`src/logic/timer8_defines.svh`:
```
`ifndef TIMER8_DEFINES_SVH
`define TIMER8_DEFINES_SVH

// Data-space byte offsets; I/O-space offset is data offset minus IO delta
`define IO_DELTA          8'h20
`define CTRL_A_OFS        8'h44
`define CTRL_B_OFS        8'h45
`define COUNT_OFS         8'h46
`define CMP_A_OFS         8'h47
`define CMP_B_OFS         8'h48

// Field positions, control register A
`define CHAN_A_MODE_HI    7
`define CHAN_A_MODE_LO    6
`define CHAN_B_MODE_HI    5
`define CHAN_B_MODE_LO    4
`define WAVE_SEL_HI       1
`define WAVE_SEL_LO       0
// Field position, control register B
`define WAVE_MSB_POS      3

// Reset values
`define CTRL_A_RESET      8'h00
`define CTRL_B_RESET      8'h00
`define COUNT_RESET       8'h00
`define CMP_RESET         8'h00

// Counter limits
`define COUNT_MAX         8'hff
`define COUNT_BOTTOM      8'h00
`define COUNT_STEP        8'h01

`endif

```
`src/logic/timer8_pkg.sv`:
```
package timer8_pkg;

  typedef enum logic [2:0] {
    MODE_NORMAL   = 3'h0,
    MODE_PC_FIXED = 3'h1,
    MODE_CTC      = 3'h2,
    MODE_FAST_FIX = 3'h3,
    MODE_RSV4     = 3'h4,
    MODE_PC_CMPA  = 3'h5,
    MODE_RSV6     = 3'h6,
    MODE_FAST_CMP = 3'h7
  } wave_mode_type;

  typedef enum logic [1:0] {
    CLS_NONPWM = 2'h0,
    CLS_FAST   = 2'h1,
    CLS_PHASE  = 2'h3
  } mode_class_type;

  typedef enum logic {
    DIR_UP   = 1'b0,
    DIR_DOWN = 1'b1
  } count_dir_type;

  typedef struct packed {
    logic [1:0]    chan_a_output_mode;
    logic [1:0]    chan_b_output_mode;
    logic [1:0]    wave_mode_sel;
    logic          wave_mode_msb;
    logic [7:0]    count_value;
    logic [7:0]    cmp_a_buf;
    logic [7:0]    cmp_a;
    logic [7:0]    cmp_b_buf;
    logic [7:0]    cmp_b;
    count_dir_type dir;
    logic          block;
    logic          overflow_flag;
    logic [7:0]    rdata;
    logic [1:0]    pin;
    logic [1:0]    pin_oe_n;
  } ctrl_state_type;

  typedef struct packed {
    logic wave;
  } chan_state_type;

endpackage

```
`src/logic/wave_channel.sv`:
```
`timescale 1ns/1ps
module wave_channel #(
  parameter bit IS_CHAN_A = 1'b1
) (
  input  wire logic                    i_ref_clk,
  input  wire logic                    i_srst,
  input  wire timer8_pkg::mode_class_type i_class,
  input  wire logic [1:0]              i_code,
  input  wire logic                    i_mode_msb,
  input  wire logic                    i_match,
  input  wire logic                    i_at_bottom,
  input  wire logic                    i_at_top,
  input  wire logic                    i_up,
  input  wire logic                    i_cmp_eq_top,
  output      logic                    o_wave,
  output      logic                    o_connected
);

  timer8_pkg::chan_state_type s_q;
  timer8_pkg::chan_state_type s_d;
  logic                       toggle_ok;

  always_comb begin
    s_d       = s_q;
    toggle_ok = IS_CHAN_A && i_mode_msb;
    case (i_class)
      timer8_pkg::CLS_NONPWM: begin
        if (i_match) begin
          case (i_code)
            2'h1:    s_d.wave = ~s_q.wave;
            2'h2:    s_d.wave = 1'b0;
            2'h3:    s_d.wave = 1'b1;
            default: s_d.wave = s_q.wave;
          endcase
        end
      end
      timer8_pkg::CLS_FAST: begin
        if (i_code == 2'h1) begin
          if (toggle_ok && i_match) begin
            s_d.wave = ~s_q.wave;
          end
        end else if (i_code[1]) begin
          if (i_at_bottom) begin
            s_d.wave = ~i_code[0];
          end else if (i_match && !i_cmp_eq_top) begin
            s_d.wave = i_code[0];
          end
        end
      end
      timer8_pkg::CLS_PHASE: begin
        if (i_code == 2'h1) begin
          if (toggle_ok && i_match) begin
            s_d.wave = ~s_q.wave;
          end
        end else if (i_code[1]) begin
          if (i_cmp_eq_top) begin
            if (i_at_top) begin
              s_d.wave = ~i_code[0];
            end
          end else if (i_match) begin
            s_d.wave = i_up ? i_code[0] : ~i_code[0];
          end
        end
      end
      default: s_d.wave = s_q.wave;
    endcase
  end

  always_ff @(posedge i_ref_clk) begin
    if (i_srst) begin
      s_q <= '0;
    end else begin
      s_q <= s_d;
    end
  end

  // Code 01 connects in PWM classes only where toggling is available
  always_comb begin
    o_connected = (i_code != 2'h0);
    if (i_class != timer8_pkg::CLS_NONPWM && i_code == 2'h1) begin
      o_connected = toggle_ok;
    end
  end

  assign o_wave = s_q.wave;

endmodule

```
`src/logic/timer8_waveform_output_control.sv`:
```
`timescale 1ns/1ps
`include "timer8_defines.svh"
module timer8_waveform_output_control (
  input  wire logic       i_ref_clk,
  input  wire logic       i_srst,
  input  wire logic       i_tick,
  input  wire logic [7:0] i_addr,
  input  wire logic [7:0] i_wdata,
  input  wire logic       i_we,
  input  wire logic       i_re,
  output      logic [7:0] o_rdata,
  input  wire logic       i_port_out_a,
  input  wire logic       i_port_dir_a,
  input  wire logic       i_port_out_b,
  input  wire logic       i_port_dir_b,
  output      logic       o_pin_a,
  output      logic       o_pin_a_oe_n,
  output      logic       o_pin_b,
  output      logic       o_pin_b_oe_n,
  output      logic       o_wave_out_a,
  output      logic       o_wave_out_b,
  output      logic       o_overflow_flag,
  output      logic [7:0] o_count_value
);

  timer8_pkg::ctrl_state_type s_q;
  timer8_pkg::ctrl_state_type s_d;
  timer8_pkg::wave_mode_type  mode;
  timer8_pkg::mode_class_type cls;
  logic [7:0]                 top;
  logic                       at_top;
  logic                       immediate;
  logic                       pc_top_evt;
  logic                       fast_wrap_evt;
  logic [1:0]                 match;
  logic [1:0]                 eq_top;
  logic [1:0]                 wave;
  logic [1:0]                 connected;
  logic [1:0]                 port_out;
  logic [1:0]                 port_dir;
  logic [1:0]                 code [2];
  logic [7:0]                 cmp  [2];

  // Accepts a register's data-space or I/O-space address
  function automatic logic hit(input logic [7:0] addr,
                               input logic [7:0] ofs);
    hit = (addr == ofs) || (addr == 8'(ofs - `IO_DELTA));
  endfunction

  assign mode = timer8_pkg::wave_mode_type'({s_q.wave_mode_msb,
                                             s_q.wave_mode_sel});

  always_comb begin
    case (mode)
      timer8_pkg::MODE_PC_FIXED,
      timer8_pkg::MODE_PC_CMPA:  cls = timer8_pkg::CLS_PHASE;
      timer8_pkg::MODE_FAST_FIX,
      timer8_pkg::MODE_FAST_CMP: cls = timer8_pkg::CLS_FAST;
      default:                   cls = timer8_pkg::CLS_NONPWM;
    endcase
  end

  always_comb begin
    case (mode)
      timer8_pkg::MODE_CTC,
      timer8_pkg::MODE_PC_CMPA,
      timer8_pkg::MODE_FAST_CMP: top = s_q.cmp_a;
      default:                   top = `COUNT_MAX;
    endcase
  end

  assign at_top        = (s_q.count_value == top);
  assign immediate     = (cls == timer8_pkg::CLS_NONPWM);
  assign pc_top_evt    = i_tick && at_top && s_q.dir == timer8_pkg::DIR_UP
                         && cls == timer8_pkg::CLS_PHASE;
  assign fast_wrap_evt = i_tick && at_top && cls == timer8_pkg::CLS_FAST;
  assign code[0]       = s_q.chan_a_output_mode;
  assign code[1]       = s_q.chan_b_output_mode;
  assign cmp[0]        = s_q.cmp_a;
  assign cmp[1]        = s_q.cmp_b;
  assign port_out      = {i_port_out_b, i_port_out_a};
  assign port_dir      = {i_port_dir_b, i_port_dir_a};

  genvar g;
  generate
    for (g = 0; g < 2; g++) begin : g_chan
      assign match[g]  = i_tick && !s_q.block
                         && (s_q.count_value == cmp[g]);
      assign eq_top[g] = (cmp[g] == top);
      wave_channel #(
        .IS_CHAN_A (g == 0)
      ) u_chan (
        .i_ref_clk    (i_ref_clk),
        .i_srst       (i_srst),
        .i_class      (cls),
        .i_code       (code[g]),
        .i_mode_msb   (s_q.wave_mode_msb),
        .i_match      (match[g]),
        .i_at_bottom  (fast_wrap_evt),
        .i_at_top     (pc_top_evt),
        .i_up         (s_q.dir == timer8_pkg::DIR_UP),
        .i_cmp_eq_top (eq_top[g]),
        .o_wave       (wave[g]),
        .o_connected  (connected[g])
      );
    end
  endgenerate

  always_comb begin
    s_d               = s_q;
    s_d.overflow_flag = 1'b0;
    if (i_tick) begin
      s_d.block = 1'b0;
      case (cls)
        timer8_pkg::CLS_PHASE: begin
          if (s_q.dir == timer8_pkg::DIR_UP) begin
            if (at_top) begin
              s_d.dir         = timer8_pkg::DIR_DOWN;
              s_d.count_value = s_q.count_value - `COUNT_STEP;
            end else begin
              s_d.count_value = s_q.count_value + `COUNT_STEP;
            end
          end else if (s_q.count_value == `COUNT_BOTTOM) begin
            s_d.dir           = timer8_pkg::DIR_UP;
            s_d.count_value   = s_q.count_value + `COUNT_STEP;
            s_d.overflow_flag = 1'b1;
          end else begin
            s_d.count_value = s_q.count_value - `COUNT_STEP;
          end
        end
        default: begin
          s_d.dir = timer8_pkg::DIR_UP;
          if (at_top && mode != timer8_pkg::MODE_NORMAL) begin
            s_d.count_value = `COUNT_BOTTOM;
          end else begin
            s_d.count_value = s_q.count_value + `COUNT_STEP;
          end
          if (mode == timer8_pkg::MODE_FAST_CMP) begin
            s_d.overflow_flag = at_top;
          end else begin
            s_d.overflow_flag = (s_q.count_value == `COUNT_MAX);
          end
        end
      endcase
    end
    // Compare registers double-buffered in PWM modes; non-PWM modes copy the buffer into them every clock
    if (immediate || pc_top_evt || fast_wrap_evt) begin
      s_d.cmp_a = s_q.cmp_a_buf;
      s_d.cmp_b = s_q.cmp_b_buf;
    end
    if (i_we) begin
      if (hit(i_addr, `CTRL_A_OFS)) begin
        s_d.chan_a_output_mode = i_wdata[`CHAN_A_MODE_HI:`CHAN_A_MODE_LO];
        s_d.chan_b_output_mode = i_wdata[`CHAN_B_MODE_HI:`CHAN_B_MODE_LO];
        s_d.wave_mode_sel      = i_wdata[`WAVE_SEL_HI:`WAVE_SEL_LO];
      end
      if (hit(i_addr, `CTRL_B_OFS)) begin
        s_d.wave_mode_msb = i_wdata[`WAVE_MSB_POS];
      end
      if (hit(i_addr, `COUNT_OFS)) begin
        s_d.count_value = i_wdata;
        s_d.block       = 1'b1;
      end
      if (hit(i_addr, `CMP_A_OFS)) begin
        s_d.cmp_a_buf = i_wdata;
      end
      if (hit(i_addr, `CMP_B_OFS)) begin
        s_d.cmp_b_buf = i_wdata;
      end
    end
    if (i_re) begin
      s_d.rdata = 8'h00;
      if (hit(i_addr, `CTRL_A_OFS)) begin
        s_d.rdata[`CHAN_A_MODE_HI:`CHAN_A_MODE_LO] = s_q.chan_a_output_mode;
        s_d.rdata[`CHAN_B_MODE_HI:`CHAN_B_MODE_LO] = s_q.chan_b_output_mode;
        s_d.rdata[`WAVE_SEL_HI:`WAVE_SEL_LO]       = s_q.wave_mode_sel;
      end
      if (hit(i_addr, `CTRL_B_OFS)) begin
        s_d.rdata[`WAVE_MSB_POS] = s_q.wave_mode_msb;
      end
      if (hit(i_addr, `COUNT_OFS)) begin
        s_d.rdata = s_q.count_value;
      end
      if (hit(i_addr, `CMP_A_OFS)) begin
        s_d.rdata = s_q.cmp_a_buf;
      end
      if (hit(i_addr, `CMP_B_OFS)) begin
        s_d.rdata = s_q.cmp_b_buf;
      end
    end
    // Pin takes waveform when connected, port value otherwise
    for (int i = 0; i < 2; i++) begin
      s_d.pin[i]      = connected[i] ? wave[i] : port_out[i];
      s_d.pin_oe_n[i] = ~port_dir[i];
    end
  end

  always_ff @(posedge i_ref_clk) begin
    if (i_srst) begin
      s_q                    <= '0;
      s_q.chan_a_output_mode <= 2'(`CTRL_A_RESET >> `CHAN_A_MODE_LO);
      s_q.chan_b_output_mode <= 2'(`CTRL_A_RESET >> `CHAN_B_MODE_LO);
      s_q.wave_mode_sel      <= 2'(`CTRL_A_RESET);
      s_q.wave_mode_msb      <= 1'(`CTRL_B_RESET >> `WAVE_MSB_POS);
      s_q.count_value        <= `COUNT_RESET;
      s_q.cmp_a_buf          <= `CMP_RESET;
      s_q.cmp_a              <= `CMP_RESET;
      s_q.cmp_b_buf          <= `CMP_RESET;
      s_q.cmp_b              <= `CMP_RESET;
      s_q.pin_oe_n           <= 2'h3;
    end else begin
      s_q <= s_d;
    end
  end

  assign o_rdata         = s_q.rdata;
  assign o_pin_a         = s_q.pin[0];
  assign o_pin_b         = s_q.pin[1];
  assign o_pin_a_oe_n    = s_q.pin_oe_n[0];
  assign o_pin_b_oe_n    = s_q.pin_oe_n[1];
  assign o_wave_out_a    = wave[0];
  assign o_wave_out_b    = wave[1];
  assign o_overflow_flag = s_q.overflow_flag;
  assign o_count_value   = s_q.count_value;

endmodule

```
`config.mk`:
```
export PLATFORM = sky130hd
export DESIGN_NAME = timer8_waveform_output_control
export DESIGN_NICKNAME = d
export VERILOG_FILES = /design/src/logic/timer8_pkg.sv /design/src/logic/wave_channel.sv /design/src/logic/timer8_waveform_output_control.sv
export VERILOG_INCLUDE_DIRS = /design/src /design/src/logic
export SDC_FILE = /design/constraint.sdc
export NUM_CORES = 1
export LEC_CHECK = 0
export BUFFER_PORTS_ARGS = -buffer_cell sky130_fd_sc_hd__buf_2
export CORE_MARGIN = 5
export CORE_UTILIZATION = 64
export DETAILED_ROUTE_END_ITERATION = 7
export GPL_TIMING_DRIVEN = 0
export PLACE_DENSITY = 0.95
export SLEW_MARGIN = 20
export SYNTH_ARGS = -nofsm -noshare
export SYNTH_HDL_FRONTEND = slang
export SYNTH_SLANG_ARGS = --single-unit
export TNS_END_PERCENT = 30
```
`constraint.sdc`:
```
create_clock -name i_ref_clk -period 3.8 [get_ports i_ref_clk]
set_input_delay 0.38 -clock i_ref_clk [delete_from_list [all_inputs] [get_ports i_ref_clk]]
set_output_delay 0.38 -clock i_ref_clk [all_outputs]
set_load 0.02 [all_outputs]
```
==> results.txt <==
After synthesis the netlist holds a flip-flop and latch count of 64. The floorplan step set the die height to 90.9 µm. When the netlist entered floorplanning its net count stood at 558.

After detailed routing, the number of vias per cell comes to 6.53. Along the worst path, the maximum fanout reaches 10. For this run the aggregate overflow at the end of global routing stands at 0. The signal arrival time at the worst endpoint was 3190 ps; the number of global-route vias before repair was 4,063.

Together, buffers and inverters on the worst path number 3. The cell type contributing the most total cell area after synthesis was sky130_fd_sc_hd__dfxtp_1. Setup repair after global routing left no endpoint under its margin. The first global-routing pass estimated 21.0 mm of wire.

For this design, the CTS-stage hold fixing added 0 buffers. Routability-driven placement finished with a final weighted congestion of 0.950. Setup violations remaining at the end of the flow were counted as 0.

The run gives 4,319 as the detailed-route via count. The tools report the worst max-slew margin expressed relative to the limit as 42.5%. The tools report the final HPWL from detailed placement as 9.68 mm. Cells with a size suffix above 1 make up 17.8% of the layout.

Clock-pin slew was measured on the worst setup and hold paths at 80 ps. The first-pass iteration count of the detailed router is 5, and the number of distinct library cell variants in the gate-level netlist after synthesis is 68. The critical path goes through clkbuf_1, inv_1, o221ai_1, nor3_1, a22oi_4, nor2_2, a31oi_4, buf_4, mux2i_1, nor2_1. Once detail routing completed, the nets flagged for antenna violations numbered 0. The worst hold path belongs to the class in2reg. Once placement completed, the tool counted placed cells totaling 645. The layout overhead on the synthesized area works out to 13.0%. In this run the clock root is driven by a sky130_fd_sc_hd__clkbuf_8. Most common cell after layout, fill and taps aside: sky130_fd_sc_hd__nor2_1. Kind of critical path: reg2reg. Gates resized during post-CTS repair numbered 0. Counting flops with a built-in enable in the synthesized netlist gives 0. STA puts the critical path data required time at 4020 ps. Clock skew on the completed layout was measured at 15.5 ps.

In the routed design, unresolved DRC markers number 0. The largest net degree at the start of global routing came out at 14. The tools report the final count of pins violating max slew as 0. TritonCTS built the clock tree. Average size of a mapped cell: 7.99 µm². After clock tree synthesis, the setup repair step added 0 buffers. The final cell count without fillers came out at 661. The Yosys step of the flow raised 0 warnings. In the final timing run, aggregate negative setup slack is 0 ps. STA classifies the critical path startpoint as a flip-flop. Summing every instance area after synthesis gives 4190 µm². The number of port buffers is 44. The tools report the maximum frequency from static timing analysis as 337 MHz. For this run, global-route usage on met2 was measured as 51.3%. The overall power after layout was 1.56 mW. After synthesis, flip-flops and latches occupy 30.6% of the total area. The tools report the overall routing resource usage as 31.5%.

The worst-case IR drop observed on VDD is 0.343 mV. Highest-utilization routing layer at the global route stage: met2. For this run, global-route usage on met3 was measured as 5.67%. Number of hold-slack violations in the final timing report: 0.

Yosys attributes the largest share of cell area to sky130_fd_sc_hd__dfxtp_1 (31%), sky130_fd_sc_hd__mux2i_1 (10%), sky130_fd_sc_hd__nor2_1 (7.1%). In this run the deepest clock path goes through 2 buffers. The number of clock sinks was 64; the slew of the pin with the lowest slew margin was 855 ps. The top cell types in the final layout, fill and taps aside, are sky130_fd_sc_hd__nor2_1 (79), sky130_fd_sc_hd__dfxtp_1 (64), sky130_fd_sc_hd__buf_2 (47), sky130_fd_sc_hd__mux2i_1 (43), sky130_fd_sc_hd__nand2_1 (40). The area of the core was 6350 µm²; the fraction of registers with async set or reset after synthesis was 0%. Counting the buffers created by CTS gives 9. The minimum setup slack among reg-to-reg paths came out at 830 ps. The repair_antennas step left the layout with diodes totalling 0. Dividing the detail-routed wire length by the instance count gives 20.3 µm. The top-level I/O count was 48. The predominant post-synthesis flop cell was sky130_fd_sc_hd__dfxtp_1. Slowest library cell on the worst path: sky130_fd_sc_hd__a31oi_4. The power per cell area was 330 nW/µm².

The logs give 29 for the cell row count and 0 for the total of max-cap violations. The worst setup path is captured at a flip-flop. Clock latency on the worst-skew pair, taken at its later pin, is 350 ps.

For met1 alone, demand over resource in global routing was 40.6%. Once the floorplan was initialized, standard cells occupied 66.0% of the core. The delay of the slowest cell on the worst path is 390 ps. The run finished with clean final reports. Final-stage net count: 613. The post-synthesis cell count was 524; the number of H-tree levels was 3. The final critical-path share of the clock period was 78.2%; the leakage component of the power was 1.83 nW. The first routing iteration left 812 violations. The floorplan step set the die width to 90.9 µm. Initial antenna violation count: 0.

The share of Yosys cell area claimed by the top area cell type is 30.6%, and the full die area is 8260 µm². With fillers left out, the area of the finished cells amounts to 4730 µm². Time the final worst path needs with I/O delays and setup: 2970 ps. After detailed placement, the total cell area comes to 4500 µm². For the total wire length after detailed routing, the log shows 13.4 mm. The kind of cell adding the most delay to the critical path is compound AO/OA/AOI/OAI gates.
[Yosys cell counts, drive strengths merged (3+ instances only)]
master and count:
nor2 81, dfxtp 64, mux2i 43, nand2 40
clkbuf 30, a21oi 28, buf 27, o21ai 21
nand3 19, nor3 19, xor2 14, inv 13
nand4 11, a211oi 10, a22oi 10, nand2b 10
ha 9, xnor2 6, o21bai 5, a21o 4
mux2 4, nor2b 4, or4 4, a31oi 3
nor3b 3, nor4 3, o211a 3, o22ai 3
o41ai 3
[through the flow]
stage | util [%] | setup slack [ps] | hold WS [ps]
3_5_place_dp | 70.9 | 890 | 478
3_3_place_gp | 70.9 | 925 | 461
4_1_cts | 74.5 | 870 | 184
2_1_floorplan | - | 1390 | 446
5_1_grt | 74.5 | 623 | 186
6_report | 74.5 | 830 | 187
[final timing paths]
check	startpoint	end	cells after the start
worst min register to register	o_rdata[1]	o_rdata[1]	2
worst max register to register	o_count_value[7]	cmp[4]	10
worst min-delay path	i_port_dir_a	o_pin_a_oe_n	2
worst max-delay path	o_count_value[7]	cmp[4]	10
[registers in the layout (all words and copies together), names as in the netlist]
register	cells
s_q	18
o_pin_a_oe_n	1
g_chan.u_chan.o_wave	2
mode	3
code	4
o_count_value	8
o_rdata	8
o_overflow_flag	1
o_pin_b	1
cmp	16
o_pin_a	1
o_pin_b_oe_n	1
[metal layers]
layer | up-vias | wire length (µm) | share of wire [%]
met2 | 305 | 6360 | 47
met1 | 1997 | 5160 | 38
met3 | 70 | 1320 | 9.9
met4 | 0 | 575 | 4.3
met5 | - | 0 | 0
li1 | 1947 | - | -
[area by class of cell]
type	instances	area, µm²
timing repair buffer	44	220
clock buffer	9	124
fill	496	1620
multi-input combinational	390	2540
tap	77	96.3
buffer	57	315
inverter	13	48.8
clock inverter	7	103
sequential	64	1280
[cell families after synthesis]
logic type      Yosys count  share of synthesized area [%]
simple gates            204                           23.3
compound gates          110                           19.2
buf+inv                  70                           8.69
flops                    64                           30.6
mux                      47                           11.4
xor+xnor                 20                           4.18
fa+ha+maj                 9                           2.69
[power breakdown]
group,internal (mW),switching (mW)
logic,0.0699,0.115
registers,0.681,0.00978
clock network,0.376,0.311
No activity file was read; power rests on OpenSTA's default activity.
